### src/logic/pll_ctrl_pkg.sv
package pll_ctrl_pkg;
  localparam int ADDR_W          = 7;
  localparam int DATA_W          = 16;
  localparam int DIV_MAX         = 128;
  localparam int DIV_MIN         = 1;
  localparam int DIV_W           = 8;
  localparam int CFG_DEPTH       = 128;
  // Configuration locations holding the two divisors
  localparam logic [6:0] ADDR_DIV_A = 7'h08;
  localparam logic [6:0] ADDR_DIV_B = 7'h0a;
  localparam logic [15:0] DIV_RESET = 16'h0001;
  // Lock acquisition: reference edges in window before lock
  localparam int LOCK_EDGES      = 8;
  // Reference clock considered stopped after this many ns
  localparam int REF_STOP_NS     = 400;
  localparam int CLK_PERIOD_NS   = 10;
  localparam int REF_STOP_CYC    = REF_STOP_NS / CLK_PERIOD_NS;
  // Phase window: allowed deviation of reference period, in sys cycles
  localparam int PHASE_TOL       = 1;
  // Shadow commit delay, in sys cycles
  localparam int COMMIT_CYC      = 2;
  // Reconfig clock made by the controller: sys cycles per half period
  localparam int RCLK_HALF       = 4;
  typedef enum logic [1:0] {
    P_IDLE   = 2'b00,
    P_ACCESS = 2'b01,
    P_COMMIT = 2'b11,
    P_DONE   = 2'b10
  } port_state_e;
endpackage : pll_ctrl_pkg

### src/logic/pll_link_if.sv
`timescale 1ns/100ps
interface pll_link_if;
  logic        rstPll;
  logic        powerDownIn;
  logic        phyClockEnable;
  logic        reconfClock;
  logic [6:0]  reconfAddress;
  logic [15:0] reconfWriteData;
  logic        reconfWriteEnable;
  logic        reconfAccessStrobe;
  logic [15:0] reconfReadData;
  logic        reconfReady;
  logic        lockIndicator;
  modport device (
    input  rstPll, powerDownIn, phyClockEnable, reconfClock, reconfAddress,
           reconfWriteData, reconfWriteEnable, reconfAccessStrobe,
    output reconfReadData, reconfReady, lockIndicator
  );
  modport controller (
    output rstPll, powerDownIn, phyClockEnable, reconfClock, reconfAddress,
           reconfWriteData, reconfWriteEnable, reconfAccessStrobe,
    input  reconfReadData, reconfReady, lockIndicator
  );
endinterface : pll_link_if

### src/logic/sync_2ff.sv
`timescale 1ns/100ps
module sync_2ff (
  input  wire logic clk_sys,
  input  wire logic srst,
  input  wire logic din,
  output logic      dout
);
  logic stage1;
  always_ff @(posedge clk_sys)
  begin
    if (srst)
    begin
      stage1 <= 1'b0;
      dout   <= 1'b0;
    end
    else
    begin
      stage1 <= din;
      dout   <= stage1;
    end
  end
endmodule : sync_2ff

### src/logic/pll_device.sv
`timescale 1ns/100ps
module pll_device #(
  parameter int DIV_INIT_A = 1,
  parameter int DIV_INIT_B = 1
) (
  input  wire logic      clk_sys,
  input  wire logic      srst,
  input  wire logic      ref_clock_in,
  pll_link_if.device     link,
  output logic           gen_clock_out_a,
  output logic           gen_clock_out_b,
  output logic           gen_clock_out_a_inv,
  output logic           gen_clock_out_b_inv,
  output logic           phy_clock_out,
  output logic           feedback_clock_out
);
  initial
  begin
    if (DIV_INIT_A < pll_ctrl_pkg::DIV_MIN || DIV_INIT_A > pll_ctrl_pkg::DIV_MAX
        || DIV_INIT_B < pll_ctrl_pkg::DIV_MIN
        || DIV_INIT_B > pll_ctrl_pkg::DIV_MAX)
      $error("divisor default out of range");
  end

  logic        refS, rstS, pdS, phyEnS, rclkS;
  logic        refPrev, rclkPrev;
  logic        halted;
  logic        running;
  logic [15:0] refPeriod, lastPeriod, sinceEdge;
  logic [3:0]  goodEdges;
  logic        lockIndicator;
  logic        phyGate;
  logic [7:0]  cntA, cntB;
  logic [7:0]  divA, divB;
  logic [15:0] cfgMem [pll_ctrl_pkg::CFG_DEPTH];
  logic [15:0] readData;
  logic        ready;
  logic [6:0]  shadowAddr;
  logic [15:0] shadowData;
  logic [1:0]  commitCnt;
  pll_ctrl_pkg::port_state_e portState, next_portState;

  sync_2ff uRef (.clk_sys(clk_sys), .srst(srst), .din(ref_clock_in),
                 .dout(refS));
  sync_2ff uRst (.clk_sys(clk_sys), .srst(srst), .din(link.rstPll),
                 .dout(rstS));
  sync_2ff uPd (.clk_sys(clk_sys), .srst(srst), .din(link.powerDownIn),
                .dout(pdS));
  sync_2ff uPhy (.clk_sys(clk_sys), .srst(srst), .din(link.phyClockEnable),
                 .dout(phyEnS));
  sync_2ff uRclk (.clk_sys(clk_sys), .srst(srst), .din(link.reconfClock),
                  .dout(rclkS));

  wire refRise  = refS & ~refPrev;
  wire rclkRise = rclkS & ~rclkPrev;
  wire haltNow  = link.rstPll | pdS;
  wire refStop  = (sinceEdge >= 16'(pll_ctrl_pkg::REF_STOP_CYC));
  wire periodOk = (refPeriod + 16'(pll_ctrl_pkg::PHASE_TOL) >= lastPeriod)
                  && (refPeriod <= lastPeriod + 16'(pll_ctrl_pkg::PHASE_TOL));

  always_ff @(posedge clk_sys)
  begin
    if (srst)
    begin
      refPrev  <= 1'b0;
      rclkPrev <= 1'b0;
      halted   <= 1'b1;
    end
    else
    begin
      refPrev  <= refS;
      rclkPrev <= rclkS;
      halted   <= rstS | pdS;
    end
  end

  assign running = ~halted & ~haltNow;

  always_ff @(posedge clk_sys)
  begin
    if (srst || !running)
    begin
      sinceEdge     <= '0;
      refPeriod     <= '0;
      lastPeriod    <= '0;
      goodEdges     <= '0;
      lockIndicator <= 1'b0;
    end
    else if (refRise)
    begin
      sinceEdge  <= 16'h0001;
      refPeriod  <= sinceEdge;
      lastPeriod <= refPeriod;
      if (!periodOk && goodEdges != 4'h0)
      begin
        goodEdges     <= '0;
        lockIndicator <= 1'b0;
      end
      else if (goodEdges == 4'(pll_ctrl_pkg::LOCK_EDGES))
        lockIndicator <= 1'b1;
      else
        goodEdges <= goodEdges + 4'h1;
    end
    else if (refStop)
    begin
      goodEdges     <= '0;
      lockIndicator <= 1'b0;
    end
    else
      sinceEdge <= sinceEdge + 16'h0001;
  end
  assign link.lockIndicator = lockIndicator & ~haltNow;

  always_ff @(posedge clk_sys)
  begin
    if (srst || !running)
    begin
      cntA            <= '0;
      cntB            <= '0;
      gen_clock_out_a <= 1'b0;
      gen_clock_out_b <= 1'b0;
      feedback_clock_out <= 1'b0;
    end
    else
    begin
      feedback_clock_out <= ~feedback_clock_out;
      if (cntA + 8'h01 >= divA)
      begin
        cntA            <= '0;
        gen_clock_out_a <= ~gen_clock_out_a;
      end
      else
        cntA <= cntA + 8'h01;
      if (cntB + 8'h01 >= divB)
      begin
        cntB            <= '0;
        gen_clock_out_b <= ~gen_clock_out_b;
      end
      else
        cntB <= cntB + 8'h01;
    end
  end

  assign gen_clock_out_a_inv = ~gen_clock_out_a;
  assign gen_clock_out_b_inv = ~gen_clock_out_b;

  // gate changes while reference low or clears at once on halt, first edge on ref rise
  always_ff @(posedge clk_sys)
  begin
    if (srst || !running)
      phyGate <= 1'b0;
    else if (!refS)
      phyGate <= phyEnS & lockIndicator;
  end
  assign phy_clock_out = phyGate & refS;

  wire [7:0] cfgDivA = cfgMem[pll_ctrl_pkg::ADDR_DIV_A][7:0];
  wire [7:0] cfgDivB = cfgMem[pll_ctrl_pkg::ADDR_DIV_B][7:0];
  assign divA = (cfgDivA == 8'h00 || cfgDivA > 8'h80) ? 8'h01 : cfgDivA;
  assign divB = (cfgDivB == 8'h00 || cfgDivB > 8'h80) ? 8'h01 : cfgDivB;

  wire takeAccess = rclkRise & link.reconfAccessStrobe;
  wire isRead     = ~link.reconfWriteEnable;

  always_comb
  begin
    next_portState = portState;
    case (portState)
      pll_ctrl_pkg::P_IDLE:
        if (takeAccess)
          next_portState = isRead ? pll_ctrl_pkg::P_DONE
                                  : pll_ctrl_pkg::P_COMMIT;
      pll_ctrl_pkg::P_COMMIT:
        if (commitCnt == 2'(pll_ctrl_pkg::COMMIT_CYC - 1))
          next_portState = pll_ctrl_pkg::P_DONE;
      pll_ctrl_pkg::P_DONE:
        if (rclkRise)
          next_portState = pll_ctrl_pkg::P_ACCESS;
      pll_ctrl_pkg::P_ACCESS:
        if (rclkRise)
          next_portState = pll_ctrl_pkg::P_IDLE;
      default:
        next_portState = pll_ctrl_pkg::P_IDLE;
    endcase
  end

  // ready for one port clock period
  assign ready = (portState == pll_ctrl_pkg::P_ACCESS);

  always_ff @(posedge clk_sys)
  begin
    if (srst)
    begin
      portState  <= pll_ctrl_pkg::P_IDLE;
      commitCnt  <= '0;
      shadowAddr <= '0;
      shadowData <= '0;
      readData   <= '0;
    end
    else
    begin
      portState <= next_portState;
      if (portState == pll_ctrl_pkg::P_IDLE && takeAccess)
      begin
        commitCnt <= '0;
        shadowAddr <= link.reconfAddress;
        shadowData <= link.reconfWriteData;
        if (isRead)
          readData <= cfgMem[link.reconfAddress];
      end
      else if (portState == pll_ctrl_pkg::P_COMMIT)
        commitCnt <= commitCnt + 2'h1;
    end
  end

  always_ff @(posedge clk_sys)
  begin
    if (srst)
    begin
      for (int i = 0; i < pll_ctrl_pkg::CFG_DEPTH; i++)
        cfgMem[i] <= '0;
      cfgMem[pll_ctrl_pkg::ADDR_DIV_A] <= 16'(DIV_INIT_A);
      cfgMem[pll_ctrl_pkg::ADDR_DIV_B] <= 16'(DIV_INIT_B);
    end
    else if (portState == pll_ctrl_pkg::P_COMMIT
             && next_portState == pll_ctrl_pkg::P_DONE)
      cfgMem[shadowAddr] <= shadowData;
  end

  assign link.reconfReadData = readData;
  assign link.reconfReady    = ready;
endmodule : pll_device

### src/flat_wrapper.sv
// flat-port wrapper written by rule: the top's interface ports become plain ports
module pll_device_flat 
#(
  parameter int DIV_INIT_A = 1,
  parameter int DIV_INIT_B = 1
)
  (clk_sys, srst, ref_clock_in, gen_clock_out_a, gen_clock_out_b, gen_clock_out_a_inv, gen_clock_out_b_inv, phy_clock_out, feedback_clock_out, link_rstPll, link_powerDownIn, link_phyClockEnable, link_reconfClock, link_reconfAddress, link_reconfWriteData, link_reconfWriteEnable, link_reconfAccessStrobe, link_reconfReadData, link_reconfReady, link_lockIndicator);
  pll_link_if link_i ();
  input  wire logic clk_sys;
  input  wire logic srst;
  input  wire logic ref_clock_in;
  output logic gen_clock_out_a;
  output logic gen_clock_out_b;
  output logic gen_clock_out_a_inv;
  output logic gen_clock_out_b_inv;
  output logic phy_clock_out;
  output logic feedback_clock_out;
  input wire logic [$bits(link_i.rstPll)-1:0] link_rstPll;
  input wire logic [$bits(link_i.powerDownIn)-1:0] link_powerDownIn;
  input wire logic [$bits(link_i.phyClockEnable)-1:0] link_phyClockEnable;
  input wire logic [$bits(link_i.reconfClock)-1:0] link_reconfClock;
  input wire logic [$bits(link_i.reconfAddress)-1:0] link_reconfAddress;
  input wire logic [$bits(link_i.reconfWriteData)-1:0] link_reconfWriteData;
  input wire logic [$bits(link_i.reconfWriteEnable)-1:0] link_reconfWriteEnable;
  input wire logic [$bits(link_i.reconfAccessStrobe)-1:0] link_reconfAccessStrobe;
  output wire logic [$bits(link_i.reconfReadData)-1:0] link_reconfReadData;
  output wire logic [$bits(link_i.reconfReady)-1:0] link_reconfReady;
  output wire logic [$bits(link_i.lockIndicator)-1:0] link_lockIndicator;
  assign link_i.rstPll = link_rstPll;
  assign link_i.powerDownIn = link_powerDownIn;
  assign link_i.phyClockEnable = link_phyClockEnable;
  assign link_i.reconfClock = link_reconfClock;
  assign link_i.reconfAddress = link_reconfAddress;
  assign link_i.reconfWriteData = link_reconfWriteData;
  assign link_i.reconfWriteEnable = link_reconfWriteEnable;
  assign link_i.reconfAccessStrobe = link_reconfAccessStrobe;
  assign link_reconfReadData = link_i.reconfReadData;
  assign link_reconfReady = link_i.reconfReady;
  assign link_lockIndicator = link_i.lockIndicator;
  pll_device #(.DIV_INIT_A(DIV_INIT_A), .DIV_INIT_B(DIV_INIT_B)) u_core (.clk_sys(clk_sys), .srst(srst), .ref_clock_in(ref_clock_in), .link(link_i), .gen_clock_out_a(gen_clock_out_a), .gen_clock_out_b(gen_clock_out_b), .gen_clock_out_a_inv(gen_clock_out_a_inv), .gen_clock_out_b_inv(gen_clock_out_b_inv), .phy_clock_out(phy_clock_out), .feedback_clock_out(feedback_clock_out));
endmodule
### config.mk
export PLATFORM = sky130hd
export DESIGN_NAME = pll_device_flat
export DESIGN_NICKNAME = d
export VERILOG_FILES = /design/src/logic/pll_ctrl_pkg.sv /design/src/logic/pll_link_if.sv /design/src/logic/sync_2ff.sv /design/src/logic/pll_device.sv /design/src/flat_wrapper.sv
export SDC_FILE = /design/constraint.sdc
export NUM_CORES = 2
export LEC_CHECK = 0
export BUFFER_PORTS_ARGS = -buffer_cell sky130_fd_sc_hd__buf_2
export CORE_MARGIN = 3
export CORE_UTILIZATION = 50
export CTS_CLUSTER_DIAMETER = 30
export DETAILED_ROUTE_END_ITERATION = 6
export PLACE_DENSITY = 0.65
export SETUP_SLACK_MARGIN = 0.1
export SYNTH_ARGS = -nofsm -noshare
export SYNTH_HDL_FRONTEND = slang
export SYNTH_SLANG_ARGS = --single-unit
### constraint.sdc
create_clock -name clk_sys -period 7.6 [get_ports clk_sys]
set_input_delay 0.38 -clock clk_sys [delete_from_list [all_inputs] [get_ports clk_sys]]
set_output_delay 0.38 -clock clk_sys [all_outputs]
set_load 0.05 [all_outputs]
Word level (Yosys, flattened, before mapping):

Memories as Yosys holds them, arrays and structs flattened. A register that Yosys moved wholly into a read port is not among the register bits.
Cells that the tools add are included.

* reductions and logical operators: 22
* muxes and demuxes: 28
* bitwise gates (word level): 19
* multipliers: 0
* $add $sub $neg: 7
* equal/unequal tests: 9
* magnitude comparators: 7
* shift operators: 0
* div/mod/pow operators: 0

Operator list (number)
* $add A16 B1 Y16 const B: 3
* $mux W16: 3
* $add A8 B1 Y8 const B: 2
* $ge A16 B16 Y1: 1
* $ge A16 B6 Y1 const B: 1
* $ge A8 B8 Y1: 2
* $gt A8 B8 Y1 const B: 2
* $le A16 B16 Y1: 1
* $logic_not A8 Y1: 2
* $mux W4: 4
* $mux W8: 2
* $reduce_or A16 Y1: 1
* $mux W1: 13
* $mux W2: 4
* $not A1 Y1: 8
* $pmux W2 S4: 1
* $reduce_or A2 Y1: 4
* $and A1 B1 Y1: 7
* $mux W7: 1
* $eq A2 B2 Y1 const B: 3
* $ne A3 B3 Y1 const B: 2
* $reduce_and A2 Y1: 3
* $add A4 B1 Y4 const B: 1
* $eq A2 B1 Y1 const B: 2
* 10 further kinds: 19

* register bits: 113
* RAM bits: 2048
* memories: 1
* output and inout bits: 24
* logic and storage cells: 122
* bits of input ports: 32
* bits in latches: 0
* memory bits (read-only): 0

Memories
* u_core.cfgMem: words 128, bits a word 16, read ports 3, clocked after Yosys merged registers in 1, write ports 128, RTL line pll_device.sv:35 `logic [15:0] cfgMem [pll_ctrl_pkg::CFG_DEPTH];`

Depth between registers and ports, before layout:

* depth in word-level cells: 12
* depth in mapped cells: 14
* mapped depth without buffers: 14

Modules after synthesis:

A second synthesis with hierarchy kept.

* cell total of the unflattened synthesis: 6701
* area total of the unflattened synthesis: 93691.1 um^2

Modules (own cells, without submodules)
* pll_device: cells each 6681, area each 93428.4 um^2, instances 1, sequential area each 63881.3 um^2
* sync_2ff: cells each 4, area each 52.6 um^2, instances 5, sequential area each 40.0 um^2

Worst setup path before layout:

OpenSTA, ideal clock, no wires.

* path type: reg-to-reg
* start point: reg u_core.lastPeriod[7]
* end point: reg u_core.goodEdges[0]
* setup slack: 4218 ps
* required time: 7540 ps
* arrival: 3322 ps
* stages on the path, launching flop included: 14
* library setup time: 60 ps
* path buffers: 0
* period minus slack after synthesis: 3382 ps
* path through: dfxtp_1 -> inv_1 -> or4_1 -> nor2_1 -> nand3_1 -> xnor2_1 -> ha_1 -> a21oi_1 -> nand2_1 -> a221o_1 -> a211oi_1 -> o21ai_0 -> a2111oi_2 -> mux2_2

* longest elaborated chain between the ends: 7
* elaborated cells on any way between the ends: 10
* classes of those cells: 1 x add/sub; 2 x order compare; 1 x eq/ne; 2 x mux; 4 x reduce/logical

Ends and longest elaborated chain
* start, declared: RTL line pll_device.sv:29 `logic [15:0] refPeriod, lastPeriod, sinceEdge;`
* start signal, assigned: RTL line pll_device.sv:93 `lastPeriod <= refPeriod;`
* $add A16 B1 Y16: RTL line pll_device.sv:59 `&& (refPeriod <= lastPeriod + 16'(pll_ctrl_pkg::PHASE_TOL));`
* $le A16 B16 Y1: RTL line pll_device.sv:59
* $logic_and A1 B1 Y1 (*): RTL line pll_device.sv:59
* $logic_not A1 Y1 (*): RTL line pll_device.sv:94 `if (!periodOk && goodEdges != 4'h0)`
* $logic_and A1 B1 Y1 (*): RTL line pll_device.sv:94
* $ne A3 B3 Y1 (no line) / $mux W4 (equally long branches)
* $reduce_and A2 Y1 (no line) / $mux W4 (equally long branches)
* end signal, assigned: RTL line pll_device.sv:102 `goodEdges <= goodEdges + 4'h1;`
* end, declared: RTL line pll_device.sv:30 `logic [3:0] goodEdges;`

Mark *: on every way between the ends. The rest lies on a longest branch, timed or not.
A chain may end at the register's enable or synchronous reset.

==> results.ini <==
[place]
preCtsSetupSlack_ns = 3.10
portBuffers = 55
dp_hpwl_um = 165000
gp_congestion = 0.894

[setup_path]
worst_setup_path_end_kind = flop
timing.critical_path.slowest_cell_delay_ns = 0.92
r2r-end = u_core.cfgMem[79][12]$_SDFFCE_PN0P_
rrSetupSlack_ns = 2.89
cp_data_required_time_ns = 8.14
critPathKind = reg -> reg
crit_fanout = 18
crit_cells = 9
worst_ep_arrival_time_ns = 5.25
worst_path_dominant_cell_family = simple AND/OR/NAND/NOR gates
worst-r2r-cell-count = 9
start_kind = flop
timing.critical_path.buf_inv = 2
cp_slowest_cell = sky130_fd_sc_hd__nor3_2
worstReg2RegStart = u_core.commitCnt[1]$_SDFFE_PP0P_
critical_path.cell_chain = inv_1 -> ha_1 -> nand3_2 -> nor2_4 -> buf_4 -> nand3_1 -> nor3_2 -> nand2_1 -> nand2b_1

[sta]
worst_relative_slew_slack_pct = 20.6
rsz_0062_raised_after_global_routing = no
setup_tns_after_final_layout_ns = 0
fin_hold_ws_ns = 0.120
clock-skew-final_ns = 0.0871
report.final.slew_viol_count = 0
hold_viol = 0
max_freq_mhz = 213
final.period_utilization_pct = 61.9
worst_slack_ns = 2.89
finalSetupViolations = 0
tightestPinTransition_ns = 1.19
timing.final.crit_period_ns = 4.71

[synthesis]
syn_nets = 6533
synthesis.instances = 6444
primary_ff_master_synth = sky130_fd_sc_hd__edfxtp_1
synth_sequential_area_ratio_pct = 67.7
avgSynthCellArea_um2 = 14.7
postSynthRegisterBits = 2177
synth_warnings = 0
number_of_flops_mapped_to_enable_cells_by_yosys = 2048
synth.lib_cells_used.distinct = 59
netlist_area_um2 = 94600
synth_async_sr_flop_share_pct = 0

[routing]
wire_per_inst_um = 29.0
via_total_after_detailed_routing = 57500
m1WireLength_um = 102000
initialDrtViolationCount = 8384
met3RoutedLength_um = 31700
met2_length_um = 126000
highest-signal-layer = met5
remaining_drc_errors = 0
drt_wl_total_um = 270000
number_of_iterations_in_the_first_detailed_routing_pass = 6
routed_via_density = 6.19
final_antenna_net_count = 0

[cells_and_area]
fill_count = 13800
fraction_of_layout_instances_using_a_drive_strength_above_1_pct = 22.7
layout_commonest_cell = sky130_fd_sc_hd__nor2_1
area.growth.synth_to_final_pct = 17.6
commonest_cells_after_routing_fill_and_taps_aside = sky130_fd_sc_hd__nor2_1, sky130_fd_sc_hd__edfxtp_1, sky130_fd_sc_hd__mux4_2
number_of_nets_in_the_layout = 6542
multi_input_comb_area_um2 = 28200
seqCellArea_um2 = 64100
n_antenna_cell = 0

[grt]
overflow = 0
global_route.usage.total_pct = 28.0
grt_antenna_before_repair = 4
grt_pass1_wl_um = 393000
grt_start_max_net_pins = 103
grt_pass1_vias = 55700

[clocking]
cts.clk_slew.worst_paths_ns = 0.05
clock_tree.htree_level_count = 5
numCtsBuffers = 427
clock_sinks = 2177
cts.repair.resized = 0
ctsRootBufferMaster = sky130_fd_sc_hd__clkbuf_16
clock_tree_from_tritoncts = built
clkLatencyLatePin_ns = 0.96
cts_setup_buffers = 0
cts_hold_buf = 29
max-clock-path-buffers = 4

[die]
core_area_um2 = 188000
floorplan.die.width_um = 441
floorplan.rows = 159
fp.dieArea_um2 = 194000
initial_utilization_pct = 50.3
die_height_um = 441
num_io_pins = 56

[power]
power.static_leakage_uw = 0.0374
power.ir.vdd_worst_mv = 0.255
cellPowerDensity_nw_per_um2 = 303

[hold_path]
holdCritStartpoint = link_reconfAddress[5]
worst_hold_path_type = in -> reg
hold-path-endpoint = u_core.shadowAddr[5]$_SDFFE_PP0P_
worstHoldPathCells = 3

[status]
status = complete, no violations

[flow_run]
timing.max_cap.violations = 0

[registers in the layout, indices dropped and copies added, names as in the netlist, 2 cells and up]
name                        cells
u_core.shadowAddr               7
u_core.refPeriod               16
u_core.commitCnt                2
u_core.lastPeriod              16
u_core.cntA                     8
u_core.sinceEdge               16
u_core.shadowData              16
u_core.cfgMem                2048
u_core.goodEdges                4
u_core.link.reconfReadData     16
u_core.portState                2
u_core.cntB                     8
[report_power, final]
| group | internal, uW | total [uW] | switching [uW] |
|---|---|---|---|
| clock network | 12300 | 18600 | 6360 |
| logic | 566 | 1410 | 839 |
| registers | 13500 | 13600 | 158 |
| total | 26300 | 33700 | 7360 |
[final cells by class]
cell class | count | share of cell area, %
multi-input combinational | 3656 | 25.4
clock inverter | 303 | 2.97
inverter | 33 | 0.111
timing repair buffer | 158 | 1.15
sequential | 2177 | 57.6
tap | 2495 | 2.81
clock buffer | 472 | 9.94
[logic make-up (layout without fill, tap and decap cells)]
family,count (synthesis),in the layout,share of synthesized area [%]
AND/OR/NAND/NOR,2679,2679,11.5
flip-flops,2177,2177,67.7
multiplexers,674,674,15.6
buffers and inverters,611,966,2.62
AO/OA/AOI/OAI,201,201,1.35
adder cells (fa/ha/maj),57,57,0.754
XOR/XNOR,45,45,0.417
[tightest hold or removal path, cell delays in order]
cell and delay [ns]:
sky130_fd_sc_hd__buf_2 0.36, sky130_fd_sc_hd__nand2_1 0.18, sky130_fd_sc_hd__a21oi_1 0.06
[synth_stat cells (all sizes together) (8+ instances only)]
cell type / number / area, um2
a2111oi: 21 / 190
a21oi: 72 / 360
a22oi: 17 / 128
and3: 16 / 100
buf: 143 / 717
clkbuf: 435 / 1630
dfxtp: 129 / 2580
edfxtp: 2048 / 61500
ha: 57 / 713
inv: 33 / 124
mux2i: 32 / 320
mux4: 640 / 14400
nand2: 283 / 1120
nand2b: 148 / 926
nand3: 22 / 115
nand4: 15 / 93.8
nor2: 2111 / 7970
nor2b: 30 / 188
nor3: 16 / 111
nor4: 10 / 68.8
o21a: 20 / 150
o21ai: 35 / 175
o22ai: 16 / 100
or3: 8 / 50.1
xnor2: 32 / 280
xor2: 13 / 114
[metrics by stage]
step | utilization [%] | instances | area, um2 | power [uW]
after floorplan | - | 6444 | 94600 | 14700
after global placement | 51.4 | 8490 | 96600 | 15200
after detailed placement | 51.4 | 8490 | 96600 | 15200
after CTS | 59.1 | 9294 | 111000 | 33800
after global routing | 59.1 | 9294 | 111000 | 34500
final | 59.1 | 9294 | 111000 | 33700
[worst max path at each step]
stage                                                  from                                  end  slack (ns)
after floorplan           u_core.lastPeriod[7]$_SDFFE_PP0P_     u_core.goodEdges[0]$_SDFFE_PP0P_        4.22
after global placement     u_core.commitCnt[1]$_SDFFE_PP0P_  u_core.cfgMem[79][12]$_SDFFCE_PN0P_        3.04
after detailed placement   u_core.commitCnt[1]$_SDFFE_PP0P_   u_core.cfgMem[79][9]$_SDFFCE_PN0P_        3.10
after CTS                  u_core.commitCnt[1]$_SDFFE_PP0P_  u_core.cfgMem[79][12]$_SDFFCE_PN0P_        3.01
after global routing       u_core.commitCnt[1]$_SDFFE_PP0P_  u_core.cfgMem[79][12]$_SDFFCE_PN0P_        2.81
final                      u_core.commitCnt[1]$_SDFFE_PP0P_  u_core.cfgMem[79][12]$_SDFFCE_PN0P_        2.89
[routing by layer]
| layer | track usage, % | up-vias |
|---|---|---|
| met5 | 0 | - |
| met1 | 39.4 | 29500 |
| li1 | - | 23800 |
| met2 | 42.9 | 3692 |
| met4 | 9.74 | 12 |
| met3 | 6.81 | 532 |
Note: power is estimated with default switching activity, not from simulation.
